===== config.mk =====
export PLATFORM = sky130hd
export DESIGN_NAME = ifsb_top
export DESIGN_NICKNAME = d
export VERILOG_FILES = /design/src/core/ifsb_flag_reg.v /design/src/core/ifsb_top.v
export VERILOG_INCLUDE_DIRS = /design/src /design/src/core
export SDC_FILE = /design/constraint.sdc
export NUM_CORES = 1
export LEC_CHECK = 0
export ABC_AREA = 0
export BUFFER_PORTS_ARGS = -buffer_cell sky130_fd_sc_hd__buf_2
export CORE_MARGIN = 2
export CORE_UTILIZATION = 30
export DETAILED_ROUTE_END_ITERATION = 16
export MAX_ROUTING_LAYER = met4
export PLACE_DENSITY = 0.73
export SYNTH_ARGS = -nofsm -noshare
export SYNTH_HDL_FRONTEND = slang
export SYNTH_SLANG_ARGS = --single-unit

===== constraint.sdc =====
create_clock -name i_clk -period 3.7 [get_ports i_clk]
set_input_delay 0.185 -clock i_clk [delete_from_list [all_inputs] [get_ports i_clk]]
set_output_delay 0.185 -clock i_clk [all_outputs]
set_load 0.02 [all_outputs]

===== src/core/ifsb_map.vh =====
// Register map, field positions, reset values for the interrupt flag status bank.
// Assumes an APB slave with 32-bit data; each 16-bit register sits in the low half of a word.
`ifndef IFSB_MAP_VH
`define IFSB_MAP_VH

// ============================================================
// Offsets
`define IFSB_OFS_FLAGS_ONE  12'h000
`define IFSB_OFS_FLAGS_TWO  12'h004

// ============================================================
// Field layout: implemented bits
`define IFSB_MASK_ONE       16'h005f
`define IFSB_MASK_TWO       16'h0200
`define IFSB_BIT_PIN_CHANGE 3
`define IFSB_BIT_CCT5       9

// ============================================================
// Reset values
`define IFSB_RST_ONE        16'h0000
`define IFSB_RST_TWO        16'h0000

`endif


===== src/core/ifsb_flag_reg.v =====
// One 16-bit hardware-settable flag register with a mask of implemented bits.
// Assumes set pulses and write strobes arrive on i_clk.
`timescale 1ns/1ns
module ifsb_flag_reg
#(
    parameter [15:0] MASK    = 16'hffff,
    parameter [15:0] RST_VAL = 16'h0000
)
(
    // Clock and reset
    input  wire        i_clk,
    input  wire        i_srst,
    input  wire        i_ce,
    // Hardware set pulses
    input  wire [15:0] i_set,
    // Software write
    input  wire        i_wr,
    input  wire [15:0] i_wdata,
    // State
    output wire [15:0] o_flags
);

reg  [15:0] flags_q;
wire [15:0] flags_d;

// The set term is ORed after the write so an event is never lost to a clear.
assign flags_d = ((i_wr ? i_wdata : flags_q) | i_set) & MASK;

always @(posedge i_clk)
begin
    if (i_srst)
        flags_q <= RST_VAL & MASK;
    else if (i_ce)
        flags_q <= flags_d;
end

assign o_flags = flags_q;

endmodule


===== src/core/ifsb_top.v =====
// Interrupt flag status bank: two flag registers behind an APB slave.
// Assumes peripheral event pulses are synchronous to i_clk, one cycle wide.
//
// Design decisions made here: the APB slave port and the register addresses.
`timescale 1ns/1ns
`include "ifsb_map.vh"
module ifsb_top
(
    // Clock, reset, enable
    input  wire        i_clk,
    input  wire        i_srst,
    input  wire        i_ce,
    // APB slave
    input  wire        i_psel,
    input  wire        i_penable,
    input  wire        i_pwrite,
    input  wire [11:0] i_paddr,
    input  wire [31:0] i_pwdata,
    input  wire [3:0]  i_pstrb,
    output reg  [31:0] o_prdata,
    output reg         o_pready,
    output reg         o_pslverr,
    // Event pulses, first register bits 6,4,3,2,1,0
    input  wire        i_capcomp5_event,
    input  wire        i_ext_int1,
    input  wire        i_pin_change,
    input  wire        i_comparator,
    input  wire        i_bus_collision,
    input  wire        i_serial_event,
    // Event pulse, second register bit 9
    input  wire        i_capcomp5_timer,
    // Flag state
    output reg  [15:0] o_flags_one,
    output reg  [15:0] o_flags_two
);

// ============================================================
// Address decode
function [1:0] dec;
    input [11:0] a;
    begin
        case (a)
            `IFSB_OFS_FLAGS_ONE: dec = 2'h1;
            `IFSB_OFS_FLAGS_TWO: dec = 2'h2;
            default:             dec = 2'h0;
        endcase
    end
endfunction

// Slave answers one cycle into the access phase; pready is a register.
wire        access = i_psel & i_penable & ~o_pready;
wire [1:0]  hit    = dec(i_paddr);
// Only the low byte lanes carry the 16-bit register; both lanes must be enabled.
wire        lanes  = &i_pstrb[1:0];
wire        wr_one = access & i_pwrite & hit[0] & lanes;
wire        wr_two = access & i_pwrite & hit[1] & lanes;

// ============================================================
// Flag registers
wire [15:0] set_one;
wire [15:0] set_two;
wire [15:0] flags_one;
wire [15:0] flags_two;

assign set_one = {9'h000, i_capcomp5_event, 1'b0, i_ext_int1,
                  i_pin_change, i_comparator, i_bus_collision, i_serial_event};
assign set_two = {6'h00, i_capcomp5_timer, 9'h000};

ifsb_flag_reg #(.MASK(`IFSB_MASK_ONE), .RST_VAL(`IFSB_RST_ONE)) u_one
(
    .i_clk   (i_clk),
    .i_srst  (i_srst),
    .i_ce    (i_ce),
    .i_set   (set_one),
    .i_wr    (wr_one),
    .i_wdata (i_pwdata[15:0]),
    .o_flags (flags_one)
);

ifsb_flag_reg #(.MASK(`IFSB_MASK_TWO), .RST_VAL(`IFSB_RST_TWO)) u_two
(
    .i_clk   (i_clk),
    .i_srst  (i_srst),
    .i_ce    (i_ce),
    .i_set   (set_two),
    .i_wr    (wr_two),
    .i_wdata (i_pwdata[15:0]),
    .o_flags (flags_two)
);

// ============================================================
// Bus answer and registered state outputs
always @(posedge i_clk)
begin
    if (i_srst)
    begin
        o_prdata    <= 32'h00000000;
        o_pready    <= 1'b0;
        o_pslverr   <= 1'b0;
        o_flags_one <= 16'h0000;
        o_flags_two <= 16'h0000;
    end
    else if (i_ce)
    begin
        o_flags_one <= flags_one;
        o_flags_two <= flags_two;
        o_pready    <= access;
        o_pslverr   <= access & (hit == 2'h0);
        if (access & ~i_pwrite)
            o_prdata <= hit[0] ? {16'h0000, flags_one} :
                        hit[1] ? {16'h0000, flags_two} : 32'h00000000;
        else
            o_prdata <= 32'h00000000;
    end
end

endmodule


==> results.md, run 1 <==
- Status: finished clean
- P_leak: 0.731 nW
- Sink of the worst hold path: u_one.o_flags[6]$_SDFFE_PP0P_
- Measured slew at the worst slew-check pin: approximately 540 ps
- Reg-to-reg slack, setup: ~2000 ps
- Reg2Reg Capture Point: u_one.o_flags[6]$_SDFFE_PP0P_
- Vias: 1071
- CTS clock-pin slew for the worst setup and hold paths: roughly 80 ps
- Initial core utilization: roughly a third
- R2R Path Start: o_pready$_SDFFE_PP0P_
- Yosys top cell area share: 33.5%
- Nature of the critical path startpoint: flip-flop
- Total Power: between 500 and 600 uW
- Synth area leader: dfxtp_1
- Final Setup Violations: 0
- CTS resizes: 0
- RSZ-0062 raised after global routing: false
- Fin crit period: approximately 1700 ps
- Via density: approximately 4.2
- Critical path's top delay family: simple AND/OR/NAND/NOR gates
- Seq/Total Area, Yosys: approximately a third
- Share of layout cells above drive strength 1: roughly 30%
- Largest net degree at the start of global routing: 24
- Synthesized flop and latch total: 23
- Worst hold path type: in -> reg
- Drt total wl: roughly 2700 um
- Layout net count: 266
- Root buffer cell: clkbuf_8
- Peak supply drop: between 0.15 and 0.2 mV
- Fin. Hold Viols: 0
- HPWL after DPL: about 2200 um
- Final WS setup: approximately 2000 ps
- Worst EP required: between 3000 and 4000 ps
- Area contributors post-synth: dfxtp_1, buf_4, nand4b_1, mux2i_1, nand2_1
- Boundary Pins: approximately 130
- CP max-delay cell: or4_4
- Final Max Tran Viols: 0
- Cell Pwr Density: roughly 340 nW/um^2
- Area of the core: roughly 4400 um^2
- Synth unique cells: 23
- Wire per inst: 10.7 um
- CP max FO: 6
- Global Route Usage Sum: about a tenth
- Clock net sink count: 23
- Crit path kind: reg -> reg
- Die height: between 70 and 80 um
- Crit end category: flip-flop
- Total grt overflow: 0
- TritonCTS clock tree: yes
- Post-Synthesis Cells: around 160
- WHS Path Cells: 3
- Post-Route Setup TNS: 0 ps
- Htree depth: 1
- CP Buf/Inv Count: 0
- Synth warnings: 0
- Final Cycle Share: roughly 46%
- Ant diodes: 0
- # fillers: just under 500
- Starting DRT DRC Count: 20
- CTS buffer count: 3
- CP peak stage delay: 630 ps
- Fmax: 584 MHz
- FF-to-FF path depth: 4
- Slew Limit Headroom: 64.0%
- Final core occ: about a third
- Synthesized area per cell: between 8 and 9 um^2
- GP Congestion: just under 0.8
- Die area: 5140 um^2
- Die width: 71.7 um
- Post-CTS Setup Bufs: 0
- CTS hold repair buffers: 0
- Initial antenna violation count: 0
- Critical Path AT: 1850 ps
- Total of max-cap violations: 0
- Area delta synth->final: 10.7%
- Latest clock arrival within the worst-skew pair: about 260 ps
- Hold Path Origin: i_capcomp5_event
- Final clock skew: approximately 1.8 ps
- Clock Path Buffers: 2
- Placed inst area: around 1500 um^2
- DP Worst Slack: approximately 1800 ps
- DR pass1 iterations: 3
- First-pass GRT wire length: roughly 4200 um
- Number of cell rows: 24
- PortBufs: 49
- # DRC: 0
- Routed Antenna Nets: 0
- Post-Synthesis Cell Area: 1370 um^2
- Finished Cell Area: between 1500 and 2000 um^2
- Cell Chain, Critical Path: nand4b_1, or4_4, o21ai_1, a31oi_1
- Vias in the first global route: between 800 and 900
==> synth_stat cells (all sizes together) <==
master / instances
nand4b: 13
conb: 1
nand2: 14
nand4: 1
a2bb2oi: 1
o21ai: 6
clkbuf: 4
or2b: 1
nand3: 1
nor3: 1
dfxtp: 23
mux2i: 7
a31o: 1
nor3b: 1
nor2: 9
nor4: 1
or4: 3
o2111ai: 1
a31oi: 6
buf: 51
clkinv: 1
a21oi: 10
==> layout make-up <==
type,instances,area (um^2),area share [%]
Timing Repair Buffer,49,245,16.1
Clock inverter,1,5.00,0.329
Inverter,1,3.75,0.247
Multi-Input combinational cell,127,699,46.0
Clock buffer,3,41.3,2.72
Tap cell,52,65.1,4.28
Sequential cell,23,460,30.3
==> sequential cells by signal (all words and copies together), names as in the netlist <==
name and count:
o_pslverr 1, o_pready 1, o_flags_two 1, u_two.o_flags 1, o_prdata 7, u_one.o_flags 6, o_flags_one 6
==> tightest hold or removal path, delay by kind of cell <==
kind / cells / cell delay, ps
AOI/OAI and AO/OA: 1 / 70
buffers and inverters: 1 / 100
and+or+nand+nor: 1 / 50
==> metrics by stage <==
stage | std cells | hold slack, ps
2_1_floorplan | 206 | 254
3_5_place_dp | 252 | 456
5_1_grt | 256 | 187
6_report | 256 | 188
3_3_place_gp | 252 | 448
4_1_cts | 256 | 180
==> power breakdown <==
| group | total (mW) | internal (mW) | switching [mW] |
|---|---|---|---|
| registers | 0.263 | 0.256 | 0.00614 |
| clock network | 0.153 | 0.0751 | 0.0780 |
| logic | 0.104 | 0.0278 | 0.0765 |
| total | 0.520 | 0.359 | 0.161 |
==> cells by family after synthesis <==
| group | after synthesis | share of synthesized area, % |
|---|---|---|
| mux | 7 | 5.10 |
| compound gates | 25 | 10.5 |
| buf+inv | 56 | 29.0 |
| flops | 23 | 33.5 |
| simple gates | 45 | 21.7 |
| other cells | 1 | 0.273 |
==> cell usage in the layout, fill, tap and decap left out, drive strengths merged <==
cell	n
conb	50
buf	49
dfxtp	23
nand2	14
nand4b	13
a21oi	10
nor2	9
mux2i	7
o21ai	6
a31oi	6
or4	3
clkbuf	3
clkinv	2
nand3	1
nor3	1
or2b	1
nor4	1
nor3b	1
a2bb2oi	1
a31o	1
o2111ai	1
nand4	1
==> metal layers <==
metal	vias up	routed length [um]	global-route usage (%)
li1	541	-	-
met1	470	1210	14.3
met5	-	0	-
met3	2	258	2.95
met2	58	1260	15.3
met4	0	11	3.77
==> worst max path at each step <==
stage / startpoint / end / slack (ps) / depth (start not counted)
floorplan: i_paddr[1] / u_one.o_flags[1]$_SDFFE_PP0P_ / 2040 / 4
global placement: i_ce / u_one.o_flags[6]$_SDFFE_PP0P_ / 1810 / 5
detailed placement: i_ce / u_one.o_flags[6]$_SDFFE_PP0P_ / 1780 / 5
CTS: o_pready$_SDFFE_PP0P_ / u_one.o_flags[6]$_SDFFE_PP0P_ / 1980 / 4
global route: o_pready$_SDFFE_PP0P_ / u_one.o_flags[6]$_SDFFE_PP0P_ / 1840 / 4
finish: o_pready$_SDFFE_PP0P_ / u_one.o_flags[6]$_SDFFE_PP0P_ / 1990 / 4
Power figures use the tool's default switching activity.
==> inputs of run 2 (changes only) <==
==> constraint.sdc (replaced) <==
create_clock -name i_clk -period 1.79 [get_ports i_clk]
set_input_delay 0.0895 -clock i_clk [delete_from_list [all_inputs] [get_ports i_clk]]
set_output_delay 0.0895 -clock i_clk [all_outputs]
set_load 0.02 [all_outputs]
==> results.md, run 2 (synthesized netlist as in run 1, its figures left out) <==
- Area delta synth->final: 13.4%
- CTS hold repair buffers: 0 (unchanged)
- Die height: 71.7 um (unchanged)
- Vias in the first global route: 880 (+6.4%)
- Total grt overflow: 0 (unchanged)
- CTS buffer count: 3 (unchanged)
- Initial core utilization: 31.3% (unchanged)
- Commonest cells after routing, fill and taps aside: conb_1, buf_2, dfxtp_1
- GP Congestion: 0.793 (+0.18%)
- Critical path's top delay family: simple AND/OR/NAND/NOR gates
- PortBufs: 49 (unchanged)
- Nature of the critical path startpoint: flip-flop
- Cells after DPL: 257 (+2.0%)
- CP peak stage delay: 400 ps (-230 ps)
- Wire per inst: 10.8 um (+0.77%)
- Area of the core: 4380 um^2 (unchanged)
- Routed Antenna Nets: 0 (unchanged)
- Status: finished clean
- Clock net sink count: 23 (unchanged)
- Drt total wl: 2820 um (+2.7%)
- P_leak: 0.756 nW (+3.4%)
- Peak supply drop: 0.295 mV (+92%)
- Crit path kind: reg -> reg
- Latest clock arrival within the worst-skew pair: 260 ps (about the same)
- Fmax: 612 MHz (+4.7%)
- Top reg by flops: o_prdata
- First-pass GRT wire length: 4270 um (+2.7%)
- Non-Filler Instances: 261 (+2.0%)
- DR pass1 iterations: 4 (+1)
- Cell Chain, Critical Path: nand4b_1, buf_4, nor4_4, nand4b_1, a31oi_1
- Commonest non-fill, non-tap cell in the layout: conb_1
- Fin crit period: 1640 ps (-76.4 ps)
- Ant diodes: 0 (unchanged)
- Share of layout cells above drive strength 1: 31.6% (+1.7 points)
- RSZ-0062 raised after global routing: false
- Cell Pwr Density: 695 nW/um^2 (+100%)
- Root buffer cell: clkbuf_8
- Vias: 1090 (+1.8%)
- CTS clock-pin slew for the worst setup and hold paths: 80 ps (about the same)
- Starting DRT DRC Count: 46 (+130%)
- Number of cell rows: 24 (unchanged)
- Worst hold path type: in -> reg
- Cell mode on critical path: nand4b_1
- CP max FO: 8 (+2)
- Final Setup Violations: 0 (unchanged)
- Die width: 71.7 um (unchanged)
- Initial antenna violation count: 0 (unchanged)
- CP Buf/Inv Count: 1 (+1)
- Post-CTS Setup Bufs: 0 (unchanged)
- Worst EP required: 1990 ps (-1850 ps)
- Clock Path Buffers: 2 (unchanged)
- Final clock skew: 4.41 ps (+2.62 ps)
- Fin. Hold Viols: 0 (unchanged)
- Via density: 4.18 (-0.18%)
- Total Power: 1.08 mW (+110%)
- Layout net count: 271 (+1.9%)
- Critical Path AT: 1830 ps (-20 ps)
- Post-Route Setup TNS: 0 ps (unchanged)
- # fillers: 486 (-0.82%)
- Final Max Tran Viols: 0 (unchanged)
- TritonCTS clock tree: yes
- Die area: 5140 um^2 (unchanged)
- Boundary Pins: 127 (unchanged)
- Htree depth: 1 (unchanged)
- Final Cycle Share: 91.3% (+45 points)
- # DRC: 0 (unchanged)
- HPWL after DPL: 2260 um (+0.88%)
- Total of max-cap violations: 0 (unchanged)
- Sequential cell area: 460 um^2 (unchanged)
- CTS resizes: 0 (unchanged)
- Global Route Usage Sum: 10.8% (+0.18 points)
- Max FFs per register: 7 (unchanged)
- CP max-delay cell: nor4_4
- Largest net degree at the start of global routing: 24 (unchanged)
- Crit end category: flip-flop
- Multi-input combinational cell area: 699 um^2 (unchanged)
## run 2: cell count changes in the layout (fill, tap and decap cells not counted), sizes merged
cell  change
buf       +5
## run 2: path summary, 6_finish.rpt
path                                          startpoint                             to  slack [ps]  cells after the start
worst min-delay path                    i_capcomp5_event  u_one.o_flags[6]$_SDFFE_PP0P_          90                      3
worst max register to register     o_pready$_SDFFE_PP0P_  u_one.o_flags[3]$_SDFFE_PP0P_         150                      5
worst min register to register  o_prdata[9]$_SDFFE_PP0P_       o_prdata[9]$_SDFFE_PP0P_         460                      2
worst max-delay path               o_pready$_SDFFE_PP0P_  u_one.o_flags[3]$_SDFFE_PP0P_         150                      5
## run 2: metal layers
layer  GRT usage [%]  wire length, um  vias to the layer above
met1            14.7             1310                      474
met3            2.11              250                        2
met2            15.7             1240                       60
met5               -                0                        -
li1                -                -                      554
met4            4.40               17                        0
## run 2: worst min-delay path: cells and delay by family
kind / cells / cell delay, ps
AO/OA/AOI/OAI: 1 / 70
AND/OR/NAND/NOR: 1 / 50
buffers and inverters: 1 / 100
## run 2: metrics by stage
stage,instance area [um^2],hold WS [ps],utilization [%],worst slack [ps]
final,1560,91.4,35.5,155
after global routing,1560,91.7,35.5,16.9
after CTS,1560,88.2,35.5,131
after detailed placement,1510,374,34.5,51.1
after global placement,1510,372,34.5,55.1
after floorplan,1560,159,-,208
## run 2: cell type report
class                      instances  area share, %
inverter                           1          0.241
clock buffer                       3           2.65
timing repair buffer              54           18.2
sequential                        23           29.6
multi-input combinational        127           44.9
tap                               52           4.18
clock inverter                     1          0.321
## run 2: where the power goes
part	leakage (nW)	internal [mW]	switching, mW
Sequential	0.188	0.530	0.0128
Combinational	0.543	0.0619	0.159
Clock	0.0255	0.155	0.164
==> inputs of run 3 (changes only) <==
--- a/config.mk
+++ b/config.mk
@@ -11,8 +11,11 @@
 export CORE_MARGIN = 2
 export CORE_UTILIZATION = 30
 export DETAILED_ROUTE_END_ITERATION = 16
+export GPL_TIMING_DRIVEN = 0
 export MAX_ROUTING_LAYER = met4
 export PLACE_DENSITY = 0.73
+export RECOVER_POWER = 100
+export SKIP_CTS_REPAIR_TIMING = 1
 export SYNTH_ARGS = -nofsm -noshare
 export SYNTH_HDL_FRONTEND = slang
 export SYNTH_SLANG_ARGS = --single-unit
==> results.md, run 3 (synthesized netlist as in run 1, its figures left out) <==
- Status: finished clean
- CTS clock-pin slew for the worst setup and hold paths: 90 ps (about the same)
- GP Congestion: 0.800 (+0.91%)
- Crit end category: flip-flop
- Area of the core: 4380 um^2 (unchanged)
- First-pass GRT wire length: 4930 um (+15%)
- DP Worst Slack: -68.3 ps (-119 ps)
- Worst hold path type: in -> reg
- Number of cell rows: 24 (unchanged)
- Share of layout cells above drive strength 1: 36.3% (+4.7 points)
- Placed inst area: 1860 um^2 (+23%)
- Wire per inst: 10.0 um (-7.3%)
- Die area: 5140 um^2 (unchanged)
- Finished Cell Area: 1900 um^2 (+22%)
- RSZ-0062 raised after global routing: false
- Crit path kind: reg -> reg
- Fin crit period: 1630 ps (-2.28 ps)
- Initial core utilization: 31.3% (unchanged)
- Non-Filler Instances: 311 (+19%)
- Peak supply drop: 0.266 mV (-10%)
- Clock Path Buffers: 2 (unchanged)
- Via density: 3.95 (-5.5%)
- Measured slew at the worst slew-check pin: ~540 ps
- Commonest non-fill, non-tap cell in the layout: buf_4
- Vias in the first global route: 1060 (+20%)
- Post-Route Setup TNS: 0 ps (unchanged)
- Hold Slack: 15.9 ps (-75.5 ps)
- Die width: 71.7 um (unchanged)
- Nature of the critical path startpoint: flip-flop
- Root buffer cell: clkbuf_8
- Final WS setup: 157 ps (+2.28 ps)
- DR pass1 iterations: 4 (unchanged)
- Top reg by flops: o_prdata
- Ant diodes: 0 (unchanged)
- CTS buffer count: 3 (unchanged)
- Cell Pwr Density: 628 nW/um^2 (-9.6%)
- Commonest cells after routing, fill and taps aside: buf_4, conb_1, buf_2
- Final core occ: 43.2% (+7.7 points)
- Max FFs per register: 7 (unchanged)
- Routed Antenna Nets: 0 (unchanged)
- Latest clock arrival within the worst-skew pair: 280 ps (+20 ps)
- Htree depth: 1 (unchanged)
- Global Route Usage Sum: 12.6% (+1.7 points)
- Final Cycle Share: 91.2% (-0.13 points)
- Total of max-cap violations: 0 (unchanged)
- Die height: 71.7 um (unchanged)
- Slew Limit Headroom: a little under two thirds
- Total grt overflow: 0 (unchanged)
- Worst EP required: 1940 ps (-50 ps)
- Layout net count: 321 (+18%)
- Critical Path AT: 1780 ps (-50 ps)
- Fmax: 612 MHz (+0.14%)
- Clock net sink count: 23 (unchanged)
- Largest net degree at the start of global routing: 15 (-38%)
- Fin. Hold Viols: 0 (unchanged)
- Total Power: 1.19 mW (+10%)
- Vias: 1228 (+13%)
- P_leak: 0.937 nW (+24%)
- Boundary Pins: 127 (unchanged)
- CP max FO: 6 (-2)
- Drt total wl: 3110 um (+10%)
- Area delta synth->final: 38.0%
- Final Max Tran Viols: 0 (unchanged)
- # DRC: 0 (unchanged)
- HPWL after DPL: 2560 um (+13%)
- Final clock skew: 8.80 ps (+4.39 ps)
- Initial antenna violation count: 0 (unchanged)
- Final Setup Violations: 0 (unchanged)
- PortBufs: 48 (-2.0%)
- TritonCTS clock tree: yes
- Starting DRT DRC Count: 16 (-65%)
- Cells after DPL: 306 (+19%)
run 3: cell count changes in the layout (fill, tap and decap cells not counted), sizes merged:
cell / previous run / this run
clkinv: 2 / 1
clkinvlp: 0 / 1
buf: 54 / 83
clkbuf: 3 / 24
run 3: cell type report:
cell class | instances | area (um^2)
fill | 478 | 2490
sequential | 23 | 460
clock buffer | 3 | 41.3
clock inverter | 1 | 7.51
inverter | 1 | 3.75
tap | 52 | 65.1
timing repair buffer | 49 | 228
buffer | 55 | 394
multi-input combinational | 127 | 696
run 3: path summary, 6_finish.rpt:
check | start | slack (ps) | depth (start not counted) | to
setup / recovery | o_pready$_SDFFE_PP0P_ | 160 | 5 | u_one.o_flags[1]$_SDFFE_PP0P_
hold / removal | i_srst | 20 | 2 | u_one.o_flags[6]$_SDFFE_PP0P_
setup reg to reg | o_pready$_SDFFE_PP0P_ | 160 | 5 | u_one.o_flags[1]$_SDFFE_PP0P_
hold reg to reg | o_prdata[0]$_SDFFE_PP0P_ | 470 | 2 | o_prdata[0]$_SDFFE_PP0P_
run 3: power by group:
part	total [mW]	leakage, nW	switching, mW	internal, mW
sequential	0.544	0.188	0.0137	0.530
combinational	0.303	0.728	0.174	0.130
clock	0.344	0.0217	0.186	0.158
run 3: worst max-delay path: stages, from the launching register on:
cell	delay, ps
dfxtp_1	330
nand4b_1	170
buf_4	190
or4_4	520
o21ai_0	210
a31oi_1	90
run 3: layer usage:
metal / vias to the layer above / wire, um / global-route usage (%)
li1: 651 / - / -
met1: 512 / 1330 / 15.4
met2: 61 / 1430 / 20.2
met3: 4 / 308 / 2.11
met4: 0 / 41 / 5.66
met5: - / 0 / -
